File: config.mk
export PLATFORM = sky130hd
export DESIGN_NAME = fuse_lock_signature_readout
export DESIGN_NICKNAME = d
export VERILOG_FILES = /design/src/verilog/cfg_readout_pkg.sv /design/src/verilog/prog_if.sv /design/src/verilog/fuse_lock_signature_readout.sv /design/src/verilog/prog_timer.sv
export VERILOG_INCLUDE_DIRS = /design/src /design/src/verilog
export SDC_FILE = /design/constraint.sdc
export NUM_CORES = 1
export LEC_CHECK = 0
export BUFFER_PORTS_ARGS = -buffer_cell sky130_fd_sc_hd__clkbuf_2
export CAP_MARGIN = 20
export CORE_ASPECT_RATIO = 2
export CORE_MARGIN = 2
export CORE_UTILIZATION = 40
export CTS_CLUSTER_SIZE = 12
export DETAILED_ROUTE_END_ITERATION = 16
export GPL_ROUTABILITY_DRIVEN = 0
export PLACE_DENSITY = 0.65
export SYNTH_ARGS = -nofsm -noshare
export SYNTH_HDL_FRONTEND = slang
export SYNTH_SLANG_ARGS = --single-unit
File: constraint.sdc
create_clock -name aclk -period 3.24 [get_ports aclk]
set_input_delay 0.486 -clock aclk [delete_from_list [all_inputs] [get_ports aclk]]
set_output_delay 0.486 -clock aclk [all_outputs]
set_load 0.03 [all_outputs]
File: src/verilog/cfg_readout_defs.svh
// constants: register map, field positions, reset values and timing counts
`ifndef CFG_READOUT_DEFS_SVH
`define CFG_READOUT_DEFS_SVH

// ==========================================================
// register byte offsets
`define CTRL_OFFSET 8'h00
`define STATUS_OFFSET 8'h04

// ==========================================================
// control register field positions
`define ENABLE_BIT 0
`define ERASE_BIT 1
`define PWRITE_BIT 2
`define LFSEL_BIT 3
`define RWWSRE_BIT 4
`define SIGSEL_BIT 5
`define RWWBUSY_BIT 6

// status register field positions
`define EEACT_BIT 0
`define PBUSY_BIT 1

// ==========================================================
// config pointer values
`define PTR_FUSE_LOW 16'h0000
`define PTR_LOCK 16'h0001
`define PTR_FUSE_EXT 16'h0002
`define PTR_FUSE_HIGH 16'h0003
`define PTR_SIG1 16'h0000
`define PTR_CAL 16'h0001
`define PTR_SIG2 16'h0002
`define PTR_SIG3 16'h0004

// ==========================================================
// reset and fill values
`define CTRL_RESET 8'h00
`define LOCK_UNUSED 2'h3
`define RESERVED_BYTE 8'hFF
`define RESP_OKAY 2'h0
`define RESP_SLVERR 2'h2

// ==========================================================
// timing: redirect windows in cpu cycles, write time in ns
`define LOAD_WINDOW 3'h3
`define STORE_WINDOW 3'h4
`define CLK_PERIOD_NS 4
`define PROG_TIME_MIN_NS 3700000
`define PROG_TIME_MAX_NS 4500000
`define PROG_CYCLES ((`PROG_TIME_MIN_NS + `CLK_PERIOD_NS - 1) / `CLK_PERIOD_NS)

`endif

File: src/verilog/cfg_readout_pkg.sv
// types shared by the config readout block
package cfg_readout_pkg;
	// engine state
	typedef enum logic [0:0] {
		ENG_IDLE = 1'b0,
		ENG_RUN = 1'b1
	} eng_state_e;
	// kind of timed nonvolatile write in flight
	typedef enum logic [1:0] {
		OP_NONE = 2'b00,
		OP_ERASE = 2'b01,
		OP_PWRITE = 2'b10,
		OP_LOCK = 2'b11
	} prog_op_e;
endpackage

File: src/verilog/prog_if.sv
// handshake between the control logic and the timed write engine
`timescale 1ns/10ps
interface prog_if;
	logic start; // one-cycle start of a timed write
	logic busy; // engine is timing a write
	logic done; // one-cycle end of a timed write
	modport ctrl (output start, input busy, input done);
	modport eng (input start, output busy, output done);
endinterface

File: src/verilog/fuse_lock_signature_readout.sv
// config byte readout and self-programming control with axi4-lite registers
`timescale 1ns/10ps
`include "cfg_readout_defs.svh"
module fuse_lock_signature_readout
	import cfg_readout_pkg::*;
#(
	parameter int ADDR_W = 8, // axi address width
	parameter int PROG_CYCLES = `PROG_CYCLES, // timed write length in cycles
	parameter logic [7:0] SIG_ID1 = 8'h5A, // arbitrary identification value
	parameter logic [7:0] SIG_ID2 = 8'h3C, // arbitrary identification value
	parameter logic [7:0] SIG_ID3 = 8'hA5 // arbitrary identification value
) (
	input wire logic aclk, // system clock
	input wire logic aresetn, // functional reset, active low
	input wire logic por_n, // power-on reset for the write engine
	// axi4-lite slave
	input wire logic [ADDR_W-1:0] s_axi_awaddr, // write address
	input wire logic s_axi_awvalid, // write address valid
	output logic s_axi_awready, // write address ready
	input wire logic [31:0] s_axi_wdata, // write data
	input wire logic [3:0] s_axi_wstrb, // write byte strobes
	input wire logic s_axi_wvalid, // write data valid
	output logic s_axi_wready, // write data ready
	output logic [1:0] s_axi_bresp, // write response
	output logic s_axi_bvalid, // write response valid
	input wire logic s_axi_bready, // write response ready
	input wire logic [ADDR_W-1:0] s_axi_araddr, // read address
	input wire logic s_axi_arvalid, // read address valid
	output logic s_axi_arready, // read address ready
	output logic [31:0] s_axi_rdata, // read data
	output logic [1:0] s_axi_rresp, // read response
	output logic s_axi_rvalid, // read data valid
	input wire logic s_axi_rready, // read data ready
	// cpu load and store path
	input wire logic load_req, // load instruction strobe
	input wire logic [15:0] load_ptr, // address pointer
	input wire logic [7:0] flash_rdata, // flash byte at load_ptr
	output logic [7:0] load_data, // loaded byte
	output logic load_valid, // loaded byte valid pulse
	input wire logic spm_req, // store instruction strobe
	input wire logic [7:0] spm_wdata, // low data byte of store
	// nonvolatile values and neighbours
	input wire logic [7:0] fuse_low_byte, // fuse low byte, 0 = programmed
	input wire logic [7:0] fuse_high_byte, // fuse high byte
	input wire logic [7:0] extended_fuse_byte, // extended fuse byte
	input wire logic [5:0] lock_bits, // lock bits 5..0
	input wire logic [7:0] osc_cal_byte, // oscillator calibration byte
	input wire logic eeprom_write_active, // eeprom write in progress
	// write control outputs
	output logic prog_start, // start of a timed write pulse
	output logic [1:0] prog_kind, // kind of timed write
	output logic [5:0] lock_wr_data, // new lock bits for a lock write
	output logic prog_busy, // timed write in flight
	output logic rww_busy_flag // read-while-write section blocked
);
	// ==========================================================
	// parameter check
	generate
		if (ADDR_W < 3 || PROG_CYCLES < 1) begin : g_bad
			$error("fuse_lock_signature_readout: bad parameter");
		end
	endgenerate

	// ==========================================================
	// declarations
	prog_if pif (); // link to the write engine
	logic store_program_enable; // command armed
	logic page_erase_sel; // erase command
	logic page_write_sel; // page write command
	logic lock_fuse_read_select; // lock/fuse redirect
	logic rww_reenable_sel; // rww re-enable command
	logic signature_read_select; // signature redirect
	logic [2:0] win_cnt; // cycles since command write
	logic aw_full; // write address held
	logic w_full; // write data held
	logic [ADDR_W-1:0] aw_addr; // held write address
	logic [31:0] w_data; // held write data
	logic w_lane0; // byte lane 0 strobe held
	logic wr_go; // write commits this cycle
	logic ctrl_wr; // control register write taken
	logic redirect; // load is redirected
	logic store_hit; // store inside the window
	logic [7:0] ctrl_view; // control register read value
	logic [7:0] cfg_byte; // redirected byte

	// ==========================================================
	// helpers
	// which register an address hits: 0 none, 1 ctrl, 2 status
	function automatic logic [1:0] reg_sel(input logic [ADDR_W-1:0] a);
		if (a == ADDR_W'(`CTRL_OFFSET)) begin
			return 2'h1;
		end else if (a == ADDR_W'(`STATUS_OFFSET)) begin
			return 2'h2;
		end
		return 2'h0;
	endfunction

	// byte returned by a redirected load
	function automatic logic [7:0] cfg_read(input logic [15:0] p, input logic sig);
		if (sig) begin
			case (p)
				`PTR_SIG1: return SIG_ID1;
				`PTR_CAL: return osc_cal_byte;
				`PTR_SIG2: return SIG_ID2;
				`PTR_SIG3: return SIG_ID3;
				default: return `RESERVED_BYTE;
			endcase
		end
		// stored bits pass as is: programmed 0, erased 1
		case (p)
			`PTR_FUSE_LOW: return fuse_low_byte;
			`PTR_LOCK: return {`LOCK_UNUSED, lock_bits};
			`PTR_FUSE_EXT: return extended_fuse_byte;
			`PTR_FUSE_HIGH: return fuse_high_byte;
			default: return `RESERVED_BYTE;
		endcase
	endfunction

	// ==========================================================
	// write engine
	prog_timer #(.PROG_CYCLES(PROG_CYCLES)) u_timer (
		.aclk(aclk),
		.por_n(por_n),
		.pif(pif)
	);

	// ==========================================================
	// combinational decode
	always_comb begin
		wr_go = aw_full && w_full && !s_axi_bvalid;
		// writes refused while eeprom busy, while the write engine is busy or while a command is live
		ctrl_wr = wr_go && w_lane0 && (reg_sel(aw_addr) == 2'h1) &&
			!eeprom_write_active && !pif.busy && !store_program_enable;
		redirect = load_req && store_program_enable &&
			(lock_fuse_read_select || signature_read_select) &&
			(win_cnt <= `LOAD_WINDOW);
		store_hit = spm_req && store_program_enable && !signature_read_select &&
			(win_cnt <= `STORE_WINDOW);
		cfg_byte = cfg_read(load_ptr, signature_read_select);
		ctrl_view = 8'h00;
		// enable reads set until the write has ended
		ctrl_view[`ENABLE_BIT] = store_program_enable || pif.busy;
		ctrl_view[`ERASE_BIT] = page_erase_sel;
		ctrl_view[`PWRITE_BIT] = page_write_sel;
		ctrl_view[`LFSEL_BIT] = lock_fuse_read_select;
		ctrl_view[`RWWSRE_BIT] = rww_reenable_sel;
		ctrl_view[`SIGSEL_BIT] = signature_read_select;
		ctrl_view[`RWWBUSY_BIT] = rww_busy_flag;
		pif.start = store_hit && !pif.busy &&
			(page_erase_sel || page_write_sel || lock_fuse_read_select);
	end

	// ==========================================================
	// axi write channels: address and data taken in either order
	always_ff @(posedge aclk) begin
		if (!aresetn) begin
			aw_full <= 1'b0;
			w_full <= 1'b0;
			aw_addr <= '0;
			w_data <= 32'h0000_0000;
			w_lane0 <= 1'b0;
			s_axi_awready <= 1'b1;
			s_axi_wready <= 1'b1;
			s_axi_bvalid <= 1'b0;
			s_axi_bresp <= `RESP_OKAY;
		end else begin
			if (s_axi_awvalid && s_axi_awready) begin // hold address
				aw_full <= 1'b1;
				aw_addr <= s_axi_awaddr;
				s_axi_awready <= 1'b0;
			end
			if (s_axi_wvalid && s_axi_wready) begin // hold data
				w_full <= 1'b1;
				w_data <= s_axi_wdata;
				w_lane0 <= s_axi_wstrb[0];
				s_axi_wready <= 1'b0;
			end
			if (wr_go) begin // answer once both halves are in
				aw_full <= 1'b0;
				w_full <= 1'b0;
				s_axi_bvalid <= 1'b1;
				s_axi_bresp <= (reg_sel(aw_addr) == 2'h0) ? `RESP_SLVERR : `RESP_OKAY;
			end
			if (s_axi_bvalid && s_axi_bready) begin // reopen channels
				s_axi_bvalid <= 1'b0;
				s_axi_awready <= 1'b1;
				s_axi_wready <= 1'b1;
			end
		end
	end

	// ==========================================================
	// axi read channel
	always_ff @(posedge aclk) begin
		if (!aresetn) begin
			s_axi_arready <= 1'b1;
			s_axi_rvalid <= 1'b0;
			s_axi_rdata <= 32'h0000_0000;
			s_axi_rresp <= `RESP_OKAY;
		end else begin
			if (s_axi_arvalid && s_axi_arready) begin
				s_axi_arready <= 1'b0;
				s_axi_rvalid <= 1'b1;
				s_axi_rresp <= `RESP_OKAY;
				s_axi_rdata <= 32'h0000_0000;
				case (reg_sel(s_axi_araddr))
					2'h1: s_axi_rdata <= {24'h00_0000, ctrl_view};
					2'h2: s_axi_rdata <= {30'h0000_0000, pif.busy, eeprom_write_active};
					default: s_axi_rresp <= `RESP_SLVERR; // unmapped
				endcase
			end
			if (s_axi_rvalid && s_axi_rready) begin
				s_axi_rvalid <= 1'b0;
				s_axi_arready <= 1'b1;
			end
		end
	end

	// ==========================================================
	// command bits, timed window and auto-clear
	always_ff @(posedge aclk) begin
		if (!aresetn) begin
			{signature_read_select, rww_reenable_sel, lock_fuse_read_select} <= 3'h0;
			{page_write_sel, page_erase_sel, store_program_enable} <= 3'h0;
			win_cnt <= 3'h0;
		end else if (ctrl_wr) begin // arm a command, window starts
			store_program_enable <= w_data[`ENABLE_BIT];
			page_erase_sel <= w_data[`ERASE_BIT];
			page_write_sel <= w_data[`PWRITE_BIT];
			lock_fuse_read_select <= w_data[`LFSEL_BIT];
			rww_reenable_sel <= w_data[`RWWSRE_BIT];
			signature_read_select <= w_data[`SIGSEL_BIT];
			win_cnt <= 3'h1;
		end else if (store_program_enable) begin
			if (redirect || store_hit) begin // read or store done
				{signature_read_select, rww_reenable_sel, lock_fuse_read_select} <= 3'h0;
				{page_write_sel, page_erase_sel, store_program_enable} <= 3'h0;
				win_cnt <= 3'h0;
			end else if (((lock_fuse_read_select || signature_read_select) &&
				win_cnt >= `LOAD_WINDOW) || win_cnt >= `STORE_WINDOW) begin
				// window lapsed with no load or store
				{signature_read_select, rww_reenable_sel, lock_fuse_read_select} <= 3'h0;
				{page_write_sel, page_erase_sel, store_program_enable} <= 3'h0;
				win_cnt <= 3'h0;
			end else begin
				win_cnt <= win_cnt + 3'h1;
			end
		end
	end

	// ==========================================================
	// load answer: redirected byte or flash byte, one cycle later
	always_ff @(posedge aclk) begin
		if (!aresetn) begin
			load_valid <= 1'b0;
			load_data <= 8'h00;
		end else begin
			load_valid <= load_req;
			if (redirect) begin
				load_data <= cfg_byte;
			end else if (load_req) begin
				load_data <= flash_rdata;
			end
		end
	end

	// ==========================================================
	// write launch, busy and rww flag: on power-on reset only
	always_ff @(posedge aclk) begin
		if (!por_n) begin
			prog_start <= 1'b0;
			prog_kind <= OP_NONE;
			lock_wr_data <= 6'h00;
			prog_busy <= 1'b0;
			rww_busy_flag <= 1'b0;
		end else begin
			prog_start <= pif.start;
			prog_busy <= pif.busy || pif.start;
			if (pif.start) begin
				if (lock_fuse_read_select) begin // lock write
					prog_kind <= OP_LOCK;
					lock_wr_data <= spm_wdata[5:0];
				end else begin // page op blocks the rww section
					prog_kind <= page_erase_sel ? OP_ERASE : OP_PWRITE;
					rww_busy_flag <= 1'b1;
				end
			end else if (store_hit && rww_reenable_sel && !pif.busy) begin
				rww_busy_flag <= 1'b0; // re-enable after the write
			end
		end
	end
endmodule

File: src/verilog/prog_timer.sv
// timed write engine, survives the functional reset
`timescale 1ns/10ps
`include "cfg_readout_defs.svh"
module prog_timer
	import cfg_readout_pkg::*;
#(
	parameter int PROG_CYCLES = `PROG_CYCLES // write duration in cycles
) (
	input wire logic aclk, // system clock
	input wire logic por_n, // power-on reset, active low, synchronous
	prog_if.eng pif // start, busy and done
);
	// ==========================================================
	// parameter check
	generate
		if (PROG_CYCLES < 1) begin : g_bad
			$error("prog_timer: PROG_CYCLES must be at least 1");
		end
	endgenerate

	eng_state_e state; // idle or timing
	logic [31:0] remain; // cycles left in the write

	// ==========================================================
	// down counter; only power-on reset stops a write in flight
	always_ff @(posedge aclk) begin
		if (!por_n) begin
			state <= ENG_IDLE;
			remain <= 32'h0000_0000;
			pif.done <= 1'b0;
		end else begin
			pif.done <= 1'b0;
			case (state)
				ENG_IDLE: begin
					if (pif.start) begin // write begins
						state <= ENG_RUN;
						remain <= 32'(PROG_CYCLES - 1);
					end
				end
				ENG_RUN: begin
					if (remain == 32'h0000_0000) begin // minimum time reached
						state <= ENG_IDLE;
						pif.done <= 1'b1;
					end else begin
						remain <= remain - 32'h0000_0001;
					end
				end
				default: state <= ENG_IDLE;
			endcase
		end
	end

	// busy straight from the state flop
	assign pif.busy = (state == ENG_RUN);
endmodule
==> run_summary.xml <==
<?xml version="1.0" encoding="UTF-8"?>
<metrics>
  <group name="setup_path">
    <metric name="cp.required" unit="ns">3.51</metric>
    <metric name="cp-startpoint" unit="">u_timer.pif.busy</metric>
    <metric name="r2r_slack" unit="ns">0.72</metric>
    <metric name="cp_num_cells" unit="">5</metric>
    <metric name="cp_cell_sequence" unit="">and4bb_2, and3_1, nand2_1, a2111oi_0, mux2i_1</metric>
    <metric name="critPathBufInv" unit="">0</metric>
    <metric name="worstPathMaxFanout" unit="">10</metric>
    <metric name="crit_slowest_cell" unit="">a2111oi_0</metric>
    <metric name="last_element_of_the_critical_path" unit="">u_timer.remain[20]</metric>
    <metric name="crit_path_start_kind" unit="">flop</metric>
    <metric name="ff2ff_path_depth" unit="">5</metric>
    <metric name="cp_top_family" unit="">simple AND/OR/NAND/NOR gates</metric>
    <metric name="worstSetupPathType" unit="">flop to flop</metric>
    <metric name="crit-reg2reg-launch" unit="">u_timer.pif.busy</metric>
    <metric name="critical_path.reg2reg.endpoint" unit="">u_timer.remain[20]</metric>
    <metric name="maximum_cell_stage_delay_along_the_critical_path" unit="ns">0.61</metric>
    <metric name="crit_arrival" unit="ns">2.79</metric>
    <metric name="cp-end-kind" unit="">flop</metric>
  </group>
  <group name="timing">
    <metric name="worst_slew_margin_rel" unit="%">36.6</metric>
    <metric name="max_slew.worst_pin.slew" unit="ns">0.951</metric>
    <metric name="setup_total_negative_slack" unit="ns">0</metric>
    <metric name="number_of_max_slew_violations_in_the_final_report" unit="">0</metric>
    <metric name="fmax" unit="MHz">396</metric>
    <metric name="hold_violations" unit="">0</metric>
    <metric name="final_period_minus_worst_setup_slack" unit="ns">2.52</metric>
    <metric name="final_min_period_over_clock_period" unit="%">77.9</metric>
    <metric name="setup_viol" unit="">0</metric>
    <metric name="grt_setup_unrepaired" unit="">no</metric>
    <metric name="finalWorstSetupSlack" unit="ns">0.717</metric>
    <metric name="finalClockSkew" unit="ns">0.0105</metric>
  </group>
  <group name="global_route">
    <metric name="grt_first_pass_wirelength" unit="mm">20.4</metric>
    <metric name="grt_antenna_before_repair" unit="">0</metric>
    <metric name="gr-total-overflow" unit="">0</metric>
    <metric name="grt_max_degree" unit="">34</metric>
    <metric name="first_global_vias" unit="">4462</metric>
    <metric name="track_usage" unit="%">20.2</metric>
  </group>
  <group name="clock_network">
    <metric name="holdBufCountCts" unit="">0</metric>
    <metric name="cts_setup_buffers" unit="">0</metric>
    <metric name="cts-htree-levels" unit="">3</metric>
    <metric name="worst_skew_pair.late_latency" unit="ns">0.35</metric>
    <metric name="number_of_buffers_created_by_cts" unit="">9</metric>
    <metric name="clock_tree.buffer_depth" unit="">2</metric>
    <metric name="tritoncts_clock_tree" unit="">yes</metric>
    <metric name="path_clk_slew" unit="ns">0.08</metric>
    <metric name="post_cts_resized" unit="">0</metric>
    <metric name="clockRootBuffer" unit="">clkbuf_16</metric>
    <metric name="clock_sinks" unit="">93</metric>
  </group>
  <group name="job">
    <metric name="cap_viol_max_count" unit="">0</metric>
  </group>
  <group name="synth">
    <metric name="synth-edff-count" unit="">0</metric>
    <metric name="synth_cell_type_count" unit="">72</metric>
    <metric name="leading_post_synthesis_cells_by_cell_area" unit="">dfxtp_1, a21oi_1, nand2_1</metric>
    <metric name="syn_area_per_cell" unit="um^2">8.40</metric>
    <metric name="synth_async_sr_flop_share" unit="%">0</metric>
    <metric name="yosysTopAreaCell" unit="">dfxtp_1</metric>
    <metric name="synth.top_cell.area_share" unit="%">39.3</metric>
    <metric name="sequential_to_total_area_share_from_yosys_stat" unit="%">39.3</metric>
    <metric name="synth.cell_area" unit="mm^2">0.00474</metric>
    <metric name="ys_ff_latch" unit="">93</metric>
    <metric name="synthesis.instances" unit="">564</metric>
    <metric name="ys_dominant_reg_cell" unit="">dfxtp_1</metric>
    <metric name="ys_warn_count" unit="">0</metric>
  </group>
  <group name="routing">
    <metric name="avgRoutedWirePerCell" unit="um">15.0</metric>
    <metric name="drt-pass1-iter-count" unit="">4</metric>
    <metric name="drt_drc_violations_left" unit="">0</metric>
    <metric name="route.final.wire_length" unit="mm">12.7</metric>
    <metric name="first_iter_violations" unit="">166</metric>
    <metric name="ant_nets" unit="">0</metric>
    <metric name="routed-via-count" unit="">4642</metric>
    <metric name="vias_per_cell" unit="">5.51</metric>
  </group>
  <group name="floorplan">
    <metric name="die_w" unit="um">80.9</metric>
    <metric name="pin_count" unit="">194</metric>
    <metric name="die_h" unit="um">158</metric>
    <metric name="die_area" unit="mm^2">0.0128</metric>
    <metric name="core_area" unit="mm^2">0.0116</metric>
    <metric name="fp-row-count" unit="">56</metric>
    <metric name="initial_standard_cell_utilization_of_the_core" unit="%">40.7</metric>
  </group>
  <group name="run_status">
    <metric name="run_status" unit="">completed</metric>
  </group>
  <group name="cells_and_area">
    <metric name="design.final.nets" unit="">830</metric>
    <metric name="nFillCells" unit="">1207</metric>
    <metric name="layout.cells.most_common_list" unit="">clkbuf_2, dfxtp_1, nand2_1</metric>
    <metric name="antenna_cells" unit="">0</metric>
    <metric name="layout_cells_sized_above_1" unit="%">26.2</metric>
    <metric name="areaGrowthSynthToFinish" unit="%">21.3</metric>
    <metric name="layout.cells.most_common" unit="">clkbuf_2</metric>
  </group>
  <group name="placement">
    <metric name="pre_cts_ws" unit="ns">0.723</metric>
    <metric name="dp.final_hpwl" unit="mm">10.1</metric>
    <metric name="io_buffer_count" unit="">135</metric>
  </group>
  <group name="min_path">
    <metric name="holdCritPathClass" unit="">primary input to flop</metric>
  </group>
  <group name="power">
    <metric name="pwr_density_cell" unit="mW/mm^2">435</metric>
    <metric name="power.leakage" unit="nW">2.55</metric>
    <metric name="vdd_ir_drop_max" unit="mV">0.267</metric>
  </group>
</metrics>
worst register-to-register path: stages (launching register included):
cell	delay, ns
dfxtp_1	0.45
and4bb_2	0.44
and3_1	0.40
nand2_1	0.32
a2111oi_0	0.61
mux2i_1	0.24
report_power, final:
part	leakage [nW]	total (W)	internal (W)	switching (W)
combinational	1.65	0.000258	0.0000956	0.000162
sequential	0.756	0.00119	0.00117	0.0000171
clock	0.149	0.00105	0.000549	0.000506
routing by layer:
layer,wire length [um],up-vias,GRT usage [%]
met5,0,-,0
met4,312,0,9.28
met3,537,24,3.19
met2,7430,141,39.7
met1,4400,2180,19.7
li1,-,2297,-
synth_stat cells (10+ instances only):
cell / n
nand2_1: 57
a21oi_1: 49
buf_4: 27
nor2_1: 42
dfxtp_1: 93
mux2i_1: 15
nand3_1: 17
nor3_1: 15
inv_1: 14
clkbuf_1: 18
o21ai_0: 25
nor4_1: 10
or4_1: 11
a22oi_1: 14
or3_1: 10
how the worst min path moves through the flow:
stage / start / to / slack [ns] / depth (start not counted)
6_report: s_axi_awvalid / s_axi_awready / 0.35 / 2
2_1_floorplan: aw_addr[6] / aw_addr[6] / 0.43 / 2
3_3_place_gp: aw_addr[2] / aw_addr[2] / 0.44 / 2
5_1_grt: s_axi_awaddr[4] / aw_addr[4] / 0.36 / 3
4_1_cts: s_axi_awvalid / s_axi_awready / 0.34 / 2
3_5_place_dp: aw_addr[6] / aw_addr[6] / 0.45 / 2
stage by stage:
stage               power (W)  utilization [%]  hold WS, ns  std cells  area (um^2)
floorplan             0.00139                -        0.431        590         4830
global placement      0.00147             46.8        0.439        827         5440
detailed placement    0.00147             46.8        0.447        827         5440
CTS                   0.00252             49.4        0.345        843         5740
global route          0.00259             49.4        0.364        843         5740
finish                0.00250             49.4        0.350        843         5740
logic make-up (layout without fill, tap and decap cells):
logic type	Yosys count	count (layout)	synth area share, %
and+or+nand+nor	219	219	24.5
AOI/OAI and AO/OA	155	155	22.1
DFF	93	93	39.3
buffers and inverters	69	177	8.19
muxes	18	18	3.88
xor gates and xnor gates	5	5	0.925
adders and majority gates	4	4	1.06
other	1	27	0.0792
registers in the layout (all words and copies together) (netlist names), 2 cells and up:
| name | count |
|---|---|
| aw_addr | 8 |
| load_data | 8 |
| lock_wr_data | 6 |
| prog_kind | 2 |
| s_axi_rdata | 7 |
| u_timer.remain | 32 |
| w_data | 6 |
| win_cnt | 3 |
layout make-up:
cell class / instances / area, um^2 / share of cell area [%]
inverters: 15 / 56.3 / 0.980
multi-input cells: 428 / 2580 / 45.0
clock buffers: 9 / 225 / 3.92
repair buffers: 146 / 758 / 13.2
well taps: 145 / 181 / 3.16
clock inverters: 7 / 76.3 / 1.33
flip-flops and latches: 93 / 1860 / 32.4
(Power assumes the default switching activity.)
